`src/rtl/icp_pkg.sv`:
```
// What this block does
// RULE_01: Four non-overlapping phases from the clock form one instruction cycle.
// RULE_02: Phase one advances the program counter and starts a fetch.
// RULE_03: Phases two to four decode and execute the held instruction.
// RULE_04: Fetch of the next overlaps execution of the current instruction.
// RULE_05: Non-branching instructions complete one per instruction cycle.
// RULE_06: Program counter changes take two cycles: target, then branch.
// RULE_07: One 8-bit ALU with operands and results through the accumulator.
// RULE_08: A satisfied skip discards the prefetched word for a dummy cycle.
// RULE_09: A write to the low byte jumps within the 256 page, with dummy.
// RULE_10: A taken branch cancels the overlapped fetch and resumes at target.
package icp_pkg;
    localparam int PC_W       = 11;
    localparam int INSTR_W    = 15;
    localparam int DATA_W     = 8;
    localparam int PAGE_W     = 8;
    localparam logic [PC_W-1:0]    PC_RESET  = 11'h000;
    localparam logic [PC_W-1:0]    PC_ONE    = 11'h001;
    localparam logic [DATA_W-1:0]  ACC_RESET = 8'h00;
    localparam logic [INSTR_W-1:0] INSTR_NOP = 15'h0000;

    // Phase states, Gray coded around the cycle
    typedef enum logic [1:0] {
        PH_ONE   = 2'b00,
        PH_TWO   = 2'b01,
        PH_THREE = 2'b11,
        PH_FOUR  = 2'b10
    } icp_phase_type;

    // ALU operations
    typedef enum logic [2:0] {
        ALU_PASS = 3'h0,
        ALU_ADD  = 3'h1,
        ALU_SUB  = 3'h2,
        ALU_AND  = 3'h3,
        ALU_OR   = 3'h4,
        ALU_XOR  = 3'h5,
        ALU_INC  = 3'h6,
        ALU_DEC  = 3'h7
    } icp_alu_op_type;

    // Control word from the decoder
    typedef struct packed {
        logic           valid;
        icp_alu_op_type alu_op;
        logic           acc_we;
        logic           branch;
        logic           skip;
        logic           pcl_write;
        logic [PC_W-1:0] target;
        logic [DATA_W-1:0] operand;
    } icp_exec_type;

    // Phase strobes driven to the datapath
    typedef struct packed {
        logic phase_one_fetch;
        logic phase_two;
        logic phase_three;
        logic phase_four;
    } icp_phases_type;
endpackage : icp_pkg

```
`src/rtl/icp_pipeline.sv`:
```
`timescale 1ns/10ps
`default_nettype none
module icp_pipeline (
    input  wire logic                         clk,
    input  wire logic                         rst,
    input  wire logic [icp_pkg::INSTR_W-1:0]  instr_word,
    input  wire icp_pkg::icp_exec_type        exec_ctrl,
    input  wire logic                         skip_cond,
    output var  logic [icp_pkg::PC_W-1:0]     fetch_addr,
    output var  logic                         fetch_req,
    output var  logic [icp_pkg::INSTR_W-1:0]  instr_held,
    output var  logic                         instr_valid,
    output var  icp_pkg::icp_phases_type      phases,
    output var  logic                         phases_decode_execute,
    output var  logic [icp_pkg::DATA_W-1:0]   acc,
    output var  logic                         retire
);
    import icp_pkg::*;

    // ************************************************************
    // Phase sequencer
    // ************************************************************
    icp_phase_type phase_q;
    icp_phase_type phase_d;
    icp_phases_type phases_d;

    always_comb begin
        case (phase_q)
            PH_ONE:   phase_d = PH_TWO;
            PH_TWO:   phase_d = PH_THREE;
            PH_THREE: phase_d = PH_FOUR;
            PH_FOUR:  phase_d = PH_ONE;
            default:  phase_d = PH_ONE;
        endcase
    end

    // One-hot strobes of the coming phase
    assign phases_d = '{phase_one_fetch: phase_d == PH_ONE,
                        phase_two:       phase_d == PH_TWO,
                        phase_three:     phase_d == PH_THREE,
                        phase_four:      phase_d == PH_FOUR};

    always_ff @(posedge clk or posedge rst) begin
        if (rst) begin
            phase_q <= PH_FOUR;
            phases  <= '0;
            phases_decode_execute <= 1'b0;
        end else begin
            phase_q <= phase_d; // RULE_01
            phases  <= phases_d;
            phases_decode_execute <= !phases_d.phase_one_fetch; // RULE_03
        end
    end

    // ************************************************************
    // Control decisions at the end of phase four
    // ************************************************************
    logic              cycle_end;
    logic              redirect;
    logic              run_q;
    logic [PC_W-1:0]   pc_q;
    logic [PC_W-1:0]   pc_d;
    logic [PC_W-1:0]   pc_page_jump;
    logic [PC_W-1:0]   pc_inc;
    logic              live;

    // Release edge only starts phase one, no cycle ends there
    assign cycle_end = (phase_q == PH_FOUR) && run_q;
    assign live      = instr_valid && exec_ctrl.valid;
    assign redirect  = live && (exec_ctrl.branch || exec_ctrl.pcl_write ||
                               (exec_ctrl.skip && skip_cond));
    assign pc_page_jump = {pc_q[PC_W-1:PAGE_W],
                           exec_ctrl.target[PAGE_W-1:0]};
    assign pc_inc = pc_q + PC_ONE;

    // Next fetch address chosen by the finishing instruction
    always_comb begin
        if (live && exec_ctrl.branch)
            pc_d = exec_ctrl.target; // RULE_06
        else if (live && exec_ctrl.pcl_write)
            pc_d = pc_page_jump; // RULE_09
        else
            pc_d = pc_inc; // RULE_02
    end

    // ************************************************************
    // Fetch and overlap registers
    // ************************************************************
    always_ff @(posedge clk or posedge rst) begin
        if (rst) begin
            pc_q        <= PC_RESET;
            fetch_addr  <= PC_RESET;
            fetch_req   <= 1'b0;
            run_q       <= 1'b0;
        end else begin
            run_q     <= 1'b1;
            fetch_req <= phases_d.phase_one_fetch;
            if (cycle_end) begin
                fetch_addr <= pc_d; // RULE_10
                pc_q       <= pc_d; // RULE_02
            end
        end
    end

    // Word fetched during this cycle moves in at its end
    always_ff @(posedge clk or posedge rst) begin
        if (rst) begin
            instr_held  <= INSTR_NOP;
            instr_valid <= 1'b0;
        end else if (cycle_end) begin
            instr_held  <= (redirect) ? INSTR_NOP : instr_word; // RULE_04
            instr_valid <= !redirect; // RULE_08
        end
    end

    // ************************************************************
    // ALU and accumulator
    // ************************************************************
    logic [DATA_W-1:0] alu_out;

    always_comb begin
        case (exec_ctrl.alu_op)
            ALU_PASS: alu_out = exec_ctrl.operand;
            ALU_ADD:  alu_out = acc + exec_ctrl.operand;
            ALU_SUB:  alu_out = acc - exec_ctrl.operand;
            ALU_AND:  alu_out = acc & exec_ctrl.operand;
            ALU_OR:   alu_out = acc | exec_ctrl.operand;
            ALU_XOR:  alu_out = acc ^ exec_ctrl.operand;
            ALU_INC:  alu_out = acc + 8'h01;
            ALU_DEC:  alu_out = acc - 8'h01;
            default:  alu_out = acc;
        endcase
    end

    always_ff @(posedge clk or posedge rst) begin
        if (rst) begin
            acc    <= ACC_RESET;
            retire <= 1'b0;
        end else begin
            if (cycle_end && live && exec_ctrl.acc_we)
                acc <= alu_out; // RULE_07
            retire <= cycle_end && live; // RULE_05
        end
    end

    // ************************************************************
    // Checks
    // ************************************************************
    property p_phase_cycle;
        @(posedge clk) disable iff (rst)
        phases.phase_one_fetch |=> !phases.phase_one_fetch [*3]
            ##1 phases.phase_one_fetch;
    endproperty
    a_phase_cycle: assert property (p_phase_cycle) // RULE_01
        else $error("phase one not every fourth clock");

    property p_onehot;
        @(posedge clk) disable iff (rst)
        !$past(rst) |-> $onehot(phases);
    endproperty
    a_onehot: assert property (p_onehot) // RULE_01
        else $error("phases overlap");

    property p_fetch_phase;
        @(posedge clk) disable iff (rst)
        fetch_req == phases.phase_one_fetch;
    endproperty
    a_fetch_phase: assert property (p_fetch_phase) // RULE_02
        else $error("fetch outside phase one");

    property p_exec_phase;
        @(posedge clk) disable iff (rst)
        phases_decode_execute |-> !fetch_req;
    endproperty
    a_exec_phase: assert property (p_exec_phase) // RULE_03
        else $error("execute overlaps phase one");

    property p_seq_pc;
        @(posedge clk) disable iff (rst)
        cycle_end && live && !redirect |=> pc_q == $past(pc_q) + PC_ONE;
    endproperty
    a_seq_pc: assert property (p_seq_pc) // RULE_04
        else $error("pc did not advance by one");

    property p_retire;
        @(posedge clk) disable iff (rst)
        cycle_end && live |=> retire;
    endproperty
    a_retire: assert property (p_retire) // RULE_05
        else $error("live instruction did not retire");

    property p_branch_dummy;
        @(posedge clk) disable iff (rst)
        cycle_end && redirect |=> !instr_valid ##4 !retire;
    endproperty
    a_branch_dummy: assert property (p_branch_dummy) // RULE_06
        else $error("no dummy cycle after redirect");

    property p_branch_target;
        @(posedge clk) disable iff (rst)
        cycle_end && live && exec_ctrl.branch
            |=> fetch_addr == $past(exec_ctrl.target);
    endproperty
    a_branch_target: assert property (p_branch_target) // RULE_10
        else $error("fetch did not resume at target");

    property p_page_jump;
        @(posedge clk) disable iff (rst)
        cycle_end && live && exec_ctrl.pcl_write && !exec_ctrl.branch
            |=> pc_q[PC_W-1:PAGE_W] == $past(pc_q[PC_W-1:PAGE_W]);
    endproperty
    a_page_jump: assert property (p_page_jump) // RULE_09
        else $error("low byte jump left the page");

    property p_skip;
        @(posedge clk) disable iff (rst)
        cycle_end && live && exec_ctrl.skip && skip_cond |=> !instr_valid;
    endproperty
    a_skip: assert property (p_skip) // RULE_08
        else $error("skip did not discard prefetch");

    property p_acc_hold;
        @(posedge clk) disable iff (rst)
        !cycle_end |=> $stable(acc);
    endproperty
    a_acc_hold: assert property (p_acc_hold) // RULE_07
        else $error("acc changed mid cycle");

    property p_cov_branch;
        @(posedge clk) cycle_end && live && exec_ctrl.branch;
    endproperty
    c_branch: cover property (p_cov_branch);

    property p_cov_skip;
        @(posedge clk) cycle_end && live && exec_ctrl.skip && skip_cond;
    endproperty
    c_skip: cover property (p_cov_skip);

    property p_cov_run;
        @(posedge clk) retire ##4 retire ##4 retire;
    endproperty
    c_run: cover property (p_cov_run);
endmodule : icp_pipeline
`default_nettype wire

```
`config.mk`:
```
export PLATFORM = sky130hd
export DESIGN_NAME = icp_pipeline
export DESIGN_NICKNAME = d
export VERILOG_FILES = /design/src/rtl/icp_pkg.sv /design/src/rtl/icp_pipeline.sv
export SDC_FILE = /design/constraint.sdc
export NUM_CORES = 1
export LEC_CHECK = 0
export BUFFER_PORTS_ARGS = -buffer_cell sky130_fd_sc_hd__buf_4
export CORE_UTILIZATION = 47
export CTS_CLUSTER_DIAMETER = 40
export CTS_CLUSTER_SIZE = 20
export DETAILED_ROUTE_END_ITERATION = 6
export PLACE_DENSITY = 0.76
export SETUP_SLACK_MARGIN = 0.1
export SYNTH_ARGS = -nofsm -noshare
export SYNTH_HDL_FRONTEND = slang
export SYNTH_SLANG_ARGS = --single-unit
```
`constraint.sdc`:
```
create_clock -name clk -period 1.7 [get_ports clk]
set_input_delay 0.085 -clock clk [delete_from_list [all_inputs] [get_ports clk]]
set_output_delay 0.085 -clock clk [all_outputs]
set_load 0.02 [all_outputs]
```
==> summary.txt, run 1 <==
Final setup margin -> -0.09949 ns
Register area share after synthesis -> 36.44%
Largest net degree at the start of global routing -> 25
Post-Syn Area per Cell -> 8.924 µm²
Cell variety after synth -> 58
Ports -> 87
WL/cell -> 16.07 µm
Run status -> finished with violations
Worst path slowest cell -> dfrtp_2
Static leakage -> 0.002187 µW
Drt via density -> 5.631
Area growth from synthesis to layout -> 53.56%
Worst flop-to-flop path endpoint -> acc[4]$_DFFE_PP0P_
CP Data Arrival Time -> 2.00 ns
Ant diodes -> 0
RePlAce Congestion -> 0.9031
Required time worst endpoint -> 1.90 ns
Crit path max-delay family -> adder cells
Max VDD drop -> 0.0007559 V
Clock skew -> 0.009419 ns
Critical path class -> reg2reg
Worst setup SP type -> flop
Die Height -> 82.23 µm
Min Tclk post-route -> 1.799 ns
Async set-or-reset flop fraction in the synthesized netlist -> 100.0%
Leading cell type in the layout, fill and taps excluded -> buf_4
Min-Delay Path Class -> in2reg
Global Route Usage Sum -> 26.56%
DRT iter0 DRCs -> 171
Reg2reg start -> acc[0]$_DFFE_PP0P_
Pwr Total -> 4402 µW
Total CTS buffers -> 5
Worst skew pair latency -> 0.29 ns
Starting Density -> 49.92%
Vias in the first global route -> 3038
NumNets Final -> 562
HP Start -> instr_word[7]
Initial antenna violation count -> 0
Commonest non-fill, non-tap cells in the layout -> buf_4, dfrtp_1, nand2_1, nor2_1
CTS max path bufs -> 2
Num rows -> 28
DR DRC count -> 0
Dpl ws -> -0.4675 ns
Worst Setup End Kind -> flop
Syn Inst Count -> 339
Clock Root Buffer -> clkbuf_8
Num Clock Sinks -> 44
RSZ-0062 raised after global routing -> true
Main synth FF type -> dfrtp_1
Fill count -> 424
WL final -> 9.111 mm
Worst-path clk slew -> 0.09 ns
Die ar. -> 0.006762 mm²
Worst Tran Pin Value -> 0.8135 ns
Highest clock rate -> 555.7 MHz
Mapped Area -> 0.003025 mm²
DRT Pass-1 Iters -> 5
Failing checks -> negative setup slack
Largest stage delay, worst path -> 0.37 ns
Antenna viol nets, final -> 0
Syn Nets -> 410
Final Cycle Share -> 105.9%
Max-capacitance violation count -> 0
Total global routing overflow -> 0
Hold endpoint -> instr_held[7]$_DFFE_PP0P_
First-pass GRT wire length -> 13.65 mm
Final Hold Vio Count -> 0
Pwr/cell area -> 947.5 mW/mm²
H-Tree Depth -> 2
Worst hold stages -> 2
Worst Path Max Fanout -> 2
Critical-path cell list -> inv_2, ha_4, fa_2, nor2b_1, o21ai_1, nand2b_1, xor2_1, a222oi_1, o31ai_1
Reg2Reg Depth -> 9
Post-DP HPWL -> 6.630 mm
Setup slack, reg-to-reg -> -0.1 ns
Warnings, synthesis -> 0
Slew margin rel. -> 45.43%
Share of cells above drive strength 1 -> 43.70%
Final Setup Violations -> 5
Number of flops mapped to enable cells by yosys -> 0
Crit path buffers/inverters -> 1
Synthesis-stage register bit count -> 44
Die width -> 82.23 µm
Core box area -> 0.006061 mm²
Max Slew Vio Count -> 0
Port bufs -> 86
Vias post-DR -> 3193
CTS tree -> built
registers in the layout, indices dropped and copies added, names as in the netlist:
register and count:
acc 8, instr_valid 1, instr_held 15, run_q 1, pc_q 11, phase_q 2, phases 3, fetch_req 1
phases_decode_execute 1, retire 1
cell families after synthesis:
family          synth area share (%)
compound gates                 27.01
xor+xnor                       2.027
fa+ha+maj                      11.00
buf+inv                        6.782
flops                          36.44
mux                           0.6617
other cells                   0.1240
simple gates                   15.96
through the flow:
step	TNS (ns)	instance area (µm²)	hold WS, ns	util [%]	instances
floorplan	-1.261	3095	0.2175	-	339
global placement	-2.397	4174	0.1697	68.87	541
detailed placement	-2.712	4174	0.1802	68.87	541
CTS	-0.4300	4456	0.0001004	73.51	555
global route	-0.9022	4646	-0.001364	76.65	567
finish	-0.2823	4646	0.006401	76.65	567
synth_stat cells, types with 2 or more instances:
master / count / share of area (%)
a31oi_1: 5 / 1.0
o22a_1: 3 / 0.87
o211ai_1: 4 / 0.99
and2_1: 4 / 0.83
nand2_1: 24 / 3.0
o2111ai_1: 2 / 0.58
a22oi_1: 2 / 0.50
o21a_1: 3 / 0.74
a22o_2: 9 / 3.0
a22o_1: 10 / 2.9
o31ai_1: 2 / 0.50
o221ai_1: 2 / 0.58
xor2_1: 3 / 0.87
a222oi_1: 2 / 0.66
buf_6: 3 / 1.1
ha_1: 25 / 10
buf_2: 5 / 0.83
nor2b_1: 8 / 1.7
buf_4: 2 / 0.50
nand2b_1: 2 / 0.41
o22ai_1: 3 / 0.62
nand4_1: 2 / 0.41
mux2i_1: 2 / 0.66
nand3_1: 10 / 1.7
o21ai_0: 31 / 5.1
xnor2_1: 4 / 1.2
a21o_1: 3 / 0.74
dfrtp_1: 43 / 36
and3_1: 3 / 0.62
nor2_1: 27 / 3.3
nor3_1: 10 / 1.7
a32oi_1: 2 / 0.58
inv_1: 26 / 3.2
a21oi_1: 22 / 3.6
clkbuf_1: 8 / 0.99
power breakdown:
| group | switching [µW] | internal (µW) |
|---|---|---|
| Sequential | 203 | 1220 |
| Clock | 357 | 587 |
| Combinational | 1000 | 1030 |
repair_timing:
action / in CTS / in global routing
hold endpoints to repair: 19 / 7
gates resized for setup: 32 / 21
setup buffers: 5 / 5
cloned: 0 / 0
pin swaps: 20 / 16
setup endpoints to repair: 23 / 28
hold buffers: 1 / 7
routing by layer:
| layer | wire length [µm] | GRT usage [%] | vias up |
|---|---|---|---|
| met5 | 0 | 0 | - |
| met4 | 133 | 8.421 | 0 |
| li1 | - | - | 1528 |
| met3 | 464 | 5.824 | 14 |
| met1 | 3881 | 32.85 | 1542 |
| met2 | 4632 | 45.87 | 109 |
worst reg2reg max path, stage by stage (launching register included):
cell	delay, ns
dfrtp_2	0.37
inv_2	0.05
ha_4	0.16
fa_2	0.34
nor2b_1	0.12
o21ai_1	0.07
nand2b_1	0.12
xor2_1	0.17
a222oi_1	0.09
o31ai_1	0.22
worst max path at each step:
stage                                  start                 end  cells after the start
after floorplan                exec_ctrl[25]  acc[4]$_DFFE_PP0P_                     15
after global placement         exec_ctrl[25]  acc[5]$_DFFE_PP0P_                     12
after detailed placement       exec_ctrl[25]  acc[4]$_DFFE_PP0P_                     14
after CTS                 acc[0]$_DFFE_PP0P_  acc[4]$_DFFE_PP0P_                      9
after global routing      acc[0]$_DFFE_PP0P_  acc[4]$_DFFE_PP0P_                      9
final                     acc[0]$_DFFE_PP0P_  acc[4]$_DFFE_PP0P_                      9
area by class of cell:
type | instances | area [µm²] | share of cell area, %
multi-input combinational | 250 | 1904 | 40.99
timing repair buffer | 164 | 1306 | 28.12
sequential | 44 | 1107 | 23.84
inverter | 26 | 101.3 | 2.182
tap | 75 | 93.84 | 2.020
clock buffer | 6 | 72.57 | 1.562
clock inverter | 2 | 60.06 | 1.293
Power figures use the tool's default switching activity.
==> inputs of run 2 (changes only) <==
--- a/config.mk
+++ b/config.mk
@@ -7,11 +7,11 @@
 export LEC_CHECK = 0
 export BUFFER_PORTS_ARGS = -buffer_cell sky130_fd_sc_hd__buf_4
 export CORE_UTILIZATION = 47
-export CTS_CLUSTER_DIAMETER = 40
 export CTS_CLUSTER_SIZE = 20
 export DETAILED_ROUTE_END_ITERATION = 6
 export PLACE_DENSITY = 0.76
 export SETUP_SLACK_MARGIN = 0.1
+export SKIP_LAST_GASP = 1
 export SYNTH_ARGS = -nofsm -noshare
 export SYNTH_HDL_FRONTEND = slang
 export SYNTH_SLANG_ARGS = --single-unit
==> run 2 against run 1 <==
Against the previous run: the run still ends with negative setup slack left; power shrank 0.31%; sequential share of layout area grew 0.071 points; non-clock buffer count is the same; critical endpoint unchanged; largest power group unchanged.
==> summary.txt, run 2 (synthesis gave the netlist of run 1 again) <==
Largest net degree at the start of global routing -> 25 (unchanged)
Core box area -> 0.006061 mm² (unchanged)
Commonest non-fill, non-tap cells in the layout -> buf_4, dfrtp_1, nand2_1, nor2_1
Vias post-DR -> 3177 (-0.50%)
Required time worst endpoint -> 1.90 ns (about the same)
Failing checks -> negative setup slack
DRT Pass-1 Iters -> 4 (-1)
RSZ-0062 raised after global routing -> true
Worst Setup End Kind -> flop
Area growth from synthesis to layout -> 53.10%
Number of cells after detailed placement -> 541 (unchanged)
CTS max path bufs -> 2 (unchanged)
Antenna viol nets, final -> 0 (unchanged)
Pwr/cell area -> 947.3 mW/mm² (about the same)
Slew margin rel. -> 46.46% (+1.0 points)
Worst-path clk slew -> 0.09 ns (about the same)
FF/Latch Area -> 0.001107 mm² (unchanged)
Fill count -> 422 (-0.47%)
Share of cells above drive strength 1 -> 43.50% (-0.20 points)
Final Cycle Share -> 106.0% (+0.14 points)
Ant diodes -> 0 (unchanged)
Initial antenna violation count -> 0 (unchanged)
DR DRC count -> 0 (unchanged)
Worst Tran Pin Value -> 0.7981 ns (-0.01538 ns)
Clock skew -> 0.01052 ns (+0.001099 ns)
Critical path class -> reg2reg
Biggest register -> instr_held
Min-Delay Path Class -> in2reg
Setup slack, reg-to-reg -> -0.10 ns (about the same)
Max VDD drop -> 0.0007531 V (-0.38%)
Worst setup SP type -> flop
Leading cell type in the layout, fill and taps excluded -> buf_4
First-pass GRT wire length -> 13.55 mm (-0.71%)
Reg2Reg Depth -> 9 (unchanged)
Num Clock Sinks -> 44 (unchanged)
Min Tclk post-route -> 1.802 ns (+0.002412 ns)
Max Slew Vio Count -> 0 (unchanged)
Die width -> 82.23 µm (unchanged)
Final Hold Vio Count -> 0 (unchanged)
Static leakage -> 0.002184 µW (-0.14%)
Largest register FFs -> 15 (unchanged)
Worst Setup EP -> acc[4]$_DFFE_PP0P_
Run status -> finished with violations
Die ar. -> 0.006762 mm² (unchanged)
Worst hold stages -> 2 (unchanged)
Final setup margin -> -0.1019 ns (-0.002412 ns)
NumNets Final -> 562 (unchanged)
DRT iter0 DRCs -> 210 (+23%)
Worst flop-to-flop path endpoint -> acc[4]$_DFFE_PP0P_
Drt via density -> 5.603 (-0.50%)
Worst Path Max Fanout -> 2 (unchanged)
Worst skew pair latency -> 0.29 ns (about the same)
Port bufs -> 86 (unchanged)
WL/cell -> 15.99 µm (-0.49%)
Dpl ws -> -0.4675 ns (unchanged)
Post-DP HPWL -> 6.630 mm (unchanged)
Sum Neg Setup Slack -> -0.2625 ns (+0.01985 ns)
Max-capacitance violation count -> 0 (unchanged)
Crit path from -> acc[0]$_DFFE_PP0P_
Multi-input logic area -> 0.001902 mm² (-0.13%)
WL final -> 9.066 mm (-0.49%)
Vias in the first global route -> 3018 (-0.66%)
Clock Root Buffer -> clkbuf_8
Starting Density -> 49.92% (unchanged)
RePlAce Congestion -> 0.9031 (unchanged)
Final Setup Violations -> 6 (+1)
Num rows -> 28 (unchanged)
CP Data Arrival Time -> 2.00 ns (about the same)
H-Tree Depth -> 2 (unchanged)
Reg2reg start -> acc[0]$_DFFE_PP0P_
Highest clock rate -> 555.0 MHz (-0.13%)
Total CTS buffers -> 5 (unchanged)
Biggest regs -> instr_held x15, pc_q x11, acc x8
CTS tree -> built
Ports -> 87 (unchanged)
Total global routing overflow -> 0 (unchanged)
Layout Cells excl Fill -> 567 (unchanged)
Global Route Usage Sum -> 26.37% (-0.19 points)
Die Height -> 82.23 µm (unchanged)
## run 2: worst min path at each step
stage                                 end            from  slack [ns]
2_1_floorplan  instr_held[10]$_DFFE_PP0P_  instr_word[10]        0.22
3_3_place_gp          phases[0]$_DFF_PP0_             rst        0.17
3_5_place_dp         phase_q[0]$_DFF_PP0_             rst        0.18
4_1_cts        instr_held[11]$_DFFE_PP0P_  instr_word[11]      0.0001
5_1_grt         instr_held[2]$_DFFE_PP0P_   instr_word[2]      -0.001
6_report        instr_held[7]$_DFFE_PP0P_   instr_word[7]       0.007
## run 2: metrics by stage
stage	total power (µW)	utilization, %	hold slack [ns]	instance area [µm²]
floorplan	2428	-	0.2175	3095
global placement	3179	68.87	0.1697	4174
detailed placement	3238	68.87	0.1802	4174
CTS	4281	73.06	0.0001004	4428
global route	4664	76.42	-0.001364	4632
finish	4388	76.42	0.007000	4632
## run 2: worst max-delay path, cell delays in order, from the launching register on
cell,delay (ns)
dfrtp_2,0.37
inv_2,0.05
ha_4,0.16
fa_2,0.33
nor2b_1,0.12
o21ai_1,0.07
nand2b_1,0.13
xor2_1,0.17
a222oi_1,0.09
o31ai_1,0.22
## run 2: timing repair
action                                 CTS  global route
cloned                                   0             0
pin swaps                               20            15
endpoints found under the hold margin   19             7
gates resized for setup                 24            25
setup buffers                            5             5
hold buffers                             1             7
setup endpoints to repair               23            28
## run 2: area by class of cell
cell class	count	share of cell area, %
timing repair buffer	164	27.96
inverter	26	2.188
sequential	44	23.91
clock buffer	6	1.567
clock inverter	2	1.297
tap	75	2.026
multi-input combinational	250	41.06
## run 2: power by group
group / switching, µW / total, µW / internal, µW
registers: 206 / 1430 / 1220
clock network: 359 / 947 / 588
logic: 995 / 2010 / 1020
## run 2: per-layer routing
metal	track usage, %	share of wire (%)
met1	32.89	43
met2	46.61	51
met3	5.385	5.0
met4	5.965	0.90
met5	0	0
==> inputs of run 3 (changes only) <==
--- a/config.mk
+++ b/config.mk
@@ -5,6 +5,7 @@
 export SDC_FILE = /design/constraint.sdc
 export NUM_CORES = 1
 export LEC_CHECK = 0
+export ABC_AREA = 1
 export BUFFER_PORTS_ARGS = -buffer_cell sky130_fd_sc_hd__buf_4
 export CORE_UTILIZATION = 47
 export CTS_CLUSTER_SIZE = 20
==> run 3 against run 2 <==
Against the previous run: the run still ends with negative setup slack left; clock skew decreased by 0.0055 ns; synthesized cell count increased by 17%; global-route usage decreased by 1.4 points; critical endpoint is now acc[5]$_DFFE_PP0P_.
==> summary.txt, run 3 <==
Die width -> 81.88 µm (-0.43%)
Fill count -> 410 (-2.8%)
NumNets Final -> 624 (+11%)
DRT Pass-1 Iters -> 4 (unchanged)
Placed Area -> 0.004055 mm² (-2.8%)
Failing checks -> negative setup slack
Die Height -> 81.88 µm (-0.43%)
Highest clock rate -> 545.2 MHz (-1.8%)
Internal power -> 2700 µW (-4.5%)
DR DRC count -> 0 (unchanged)
Largest net degree at the start of global routing -> 45 (+80%)
Run status -> finished with violations
Share of cells above drive strength 1 -> 43.68% (+0.19 points)
Async set-or-reset flop fraction in the synthesized netlist -> 100.0% (unchanged)
Commonest non-fill, non-tap cells in the layout -> buf_4, nand2_1, inv_1, dfrtp_1, nor2_1
Max VDD drop -> 0.0006240 V (-17%)
Vias in the first global route -> 2829 (-6.3%)
WL/cell -> 15.17 µm (-5.1%)
Biggest regs -> instr_held x15, pc_q x11, acc x8
Final core utilization -> 77.60% (+1.2 points)
CP Data Arrival Time -> 2.02 ns (+0.02 ns)
Critical path class -> in2reg
Global Route Usage Sum -> 24.95% (-1.4 points)
Cell variety after synth -> 41 (-29%)
Most common cell in the netlist -> nand2_1
Biggest register -> instr_held
Post-DP HPWL -> 5.927 mm (-11%)
Worst Path Max Fanout -> 4 (+2)
Pwr/cell area -> 941.7 mW/mm² (-0.59%)
Synthesis-stage register bit count -> 44 (unchanged)
Worst Tran Pin Value -> 0.5530 ns (-0.2451 ns)
Leading cell type in the layout, fill and taps excluded -> buf_4
Sw Ratio -> 38.67% (+3.1 points)
Max Slew Vio Count -> 0 (unchanged)
Main synth FF type -> dfrtp_1
Ant diodes -> 0 (unchanged)
Drt via density -> 5.272 (-5.9%)
Min Tclk post-route -> 1.834 ns (+0.03230 ns)
Number of cells after detailed placement -> 590 (+9.1%)
Initial antenna violation count -> 0 (unchanged)
H-Tree Depth -> 2 (unchanged)
Syn Inst Count -> 398 (+17%)
Top cells by count, synth -> nand2_1, inv_1, dfrtp_1, o21ai_0, nor2_1
Largest register FFs -> 15 (unchanged)
Final Setup Violations -> 6 (unchanged)
Max-capacitance violation count -> 0 (unchanged)
Worst-path clk slew -> 0.09 ns (about the same)
Largest cells by area after synthesis -> dfrtp_1, ha_1, nand2_1
DRT iter0 DRCs -> 191 (-9.0%)
Final setup margin -> -0.1342 ns (-0.03230 ns)
Port bufs -> 86 (unchanged)
Warnings, synthesis -> 0 (unchanged)
Ports -> 87 (unchanged)
RePlAce Congestion -> 0.9207 (+1.9%)
Final Cycle Share -> 107.9% (+1.9 points)
Post-Syn Area per Cell -> 7.535 µm² (-16%)
Clock skew -> 0.004990 ns (-0.005528 ns)
WL final -> 9.544 mm (+5.3%)
Total CTS buffers -> 5 (unchanged)
Register area share after synthesis -> 36.75% (+0.32 points)
Syn Nets -> 469 (+14%)
Switching Power -> 1703 µW (+9.1%)
Post-synth top area cell -> dfrtp_1
Clock Root Buffer -> clkbuf_8
Synth top area share -> 35.88% (+0.31 points)
CTS max path bufs -> 2 (unchanged)
Final Cell Area -> 0.004676 mm² (+0.95%)
Static leakage -> 0.002386 µW (+9.3%)
Vias post-DR -> 3316 (+4.4%)
Mapped Area -> 0.002999 mm² (-0.87%)
Area growth from synthesis to layout -> 55.90%
Worst Setup End Kind -> flop
Worst skew pair latency -> 0.30 ns (about the same)
Num Clock Sinks -> 44 (unchanged)
Min-Delay Path Class -> in2reg
CTS tree -> built
Flop pwr share -> 32.6% (about the same)
Core box area -> 0.006026 mm² (-0.58%)
Final Hold Vio Count -> 0 (unchanged)
Worst setup SP type -> input port
Dpl ws -> -0.4339 ns (+0.03362 ns)
Antenna viol nets, final -> 0 (unchanged)
Slew margin rel. -> 63.14% (+17 points)
Combinational share of power -> 47.8% (+2.0 points)
Total global routing overflow -> 0 (unchanged)
First-pass GRT wire length -> 12.75 mm (-5.9%)
Required time worst endpoint -> 1.89 ns (about the same)
Number of flops mapped to enable cells by yosys -> 0 (unchanged)
Num rows -> 28 (unchanged)
Starting Density -> 49.77% (-0.15 points)
RSZ-0062 raised after global routing -> true
Layout Cells excl Fill -> 629 (+11%)
Clock share of power -> 19.6% (-2.0 points)
Die ar. -> 0.006704 mm² (-0.85%)
run 3: changes by cell type after synthesis, sizes merged, moves of 6 or more:
cell and delta:
inv +39, nor3 -9, nand3 +7, buf -6, a22o -18, nor2 +14
o21ai +21, nor2b -8, nand2 +64
run 3: routing by layer:
metal	up-vias	global-route usage (%)	wire, µm
met5	-	0	0
met4	0	9.474	274
met3	30	5.444	591
met2	149	42.23	4894
met1	1544	30.85	3783
li1	1593	-	-
run 3: layout make-up:
class	count	area, µm²	area share, %
timing repair buffer	155	1201	25.69
tap	75	93.84	2.007
sequential	44	1106	23.66
clock inverter	2	38.79	0.8295
inverter	66	267.8	5.727
clock buffer	6	82.58	1.766
multi-input combinational	281	1886	40.33
run 3: metrics by stage:
step                      TNS (ns)  hold WS (ns)  power, µW
final                      -0.4634       0.02096       4403
after global routing        -1.150       0.01752       4657
after CTS                  -0.1191       0.01245       4109
after detailed placement    -2.317        0.2684       3116
after global placement      -1.870        0.2667       3064
after floorplan            -0.4481        0.2144       2394
run 3: final timing paths:
path                                       from                        end  slack (ns)  depth (start not counted)
setup / recovery                   exec_ctrl[1]         acc[5]$_DFFE_PP0P_       -0.13                         16
min in group asynchronous                   rst        pc_q[7]$_DFFE_PP0P_        0.48                          4
setup reg to reg             acc[2]$_DFFE_PP0P_         acc[5]$_DFFE_PP0P_       -0.10                          9
hold reg to reg            phase_q[0]$_DFF_PP0_       phase_q[1]$_DFF_PP1_        0.48                          0
hold / removal                    instr_word[2]  instr_held[2]$_DFFE_PP0P_        0.02                          3
max in group asynchronous                   rst         acc[0]$_DFFE_PP0P_        0.80                          4
run 3: repair_timing:
action,in CTS,in global routing
pin swaps,11,27
resized for setup,13,57
hold buffers,1,0
gates cloned,0,1
buffers inserted,8,22
setup endpoints to repair,8,26
hold endpoints to repair,43,0
run 3: kinds of logic (layout without fill, tap and decap cells):
| kind of cell | Yosys count | count (layout) | share of synthesized area, % |
|---|---|---|---|
| flip-flops | 44 | 44 | 36.75 |
| XOR/XNOR | 7 | 7 | 2.044 |
| other | 1 | 1 | 0.1250 |
| AO/OA/AOI/OAI | 92 | 92 | 17.11 |
| buffers and inverters | 74 | 229 | 10.01 |
| AND/OR/NAND/NOR | 154 | 155 | 22.86 |
| adder cells (fa/ha/maj) | 26 | 26 | 11.10 |
run 3: power groups by stage:
stage	clock network, µW	registers (µW)	logic (µW)
after CTS	870	1390	1850
after detailed placement	0	1410	1710
after floorplan	0	1590	805
after global routing	914	1460	2290
final	865	1440	2100
after global placement	0	1400	1660
run 3: critical path, stage by stage:
cell        delay, ns
buf_6            0.09
clkinvlp_4       0.09
ha_4             0.18
inv_4            0.06
nor2_4           0.05
o21ai_2          0.14
o21ai_2          0.09
ha_4             0.24
a21oi_2          0.16
nand2_2          0.09
nand3_1          0.09
nand2_1          0.07
or2_0            0.22
and3_1           0.15
o21ai_1          0.12
o21ai_1          0.08
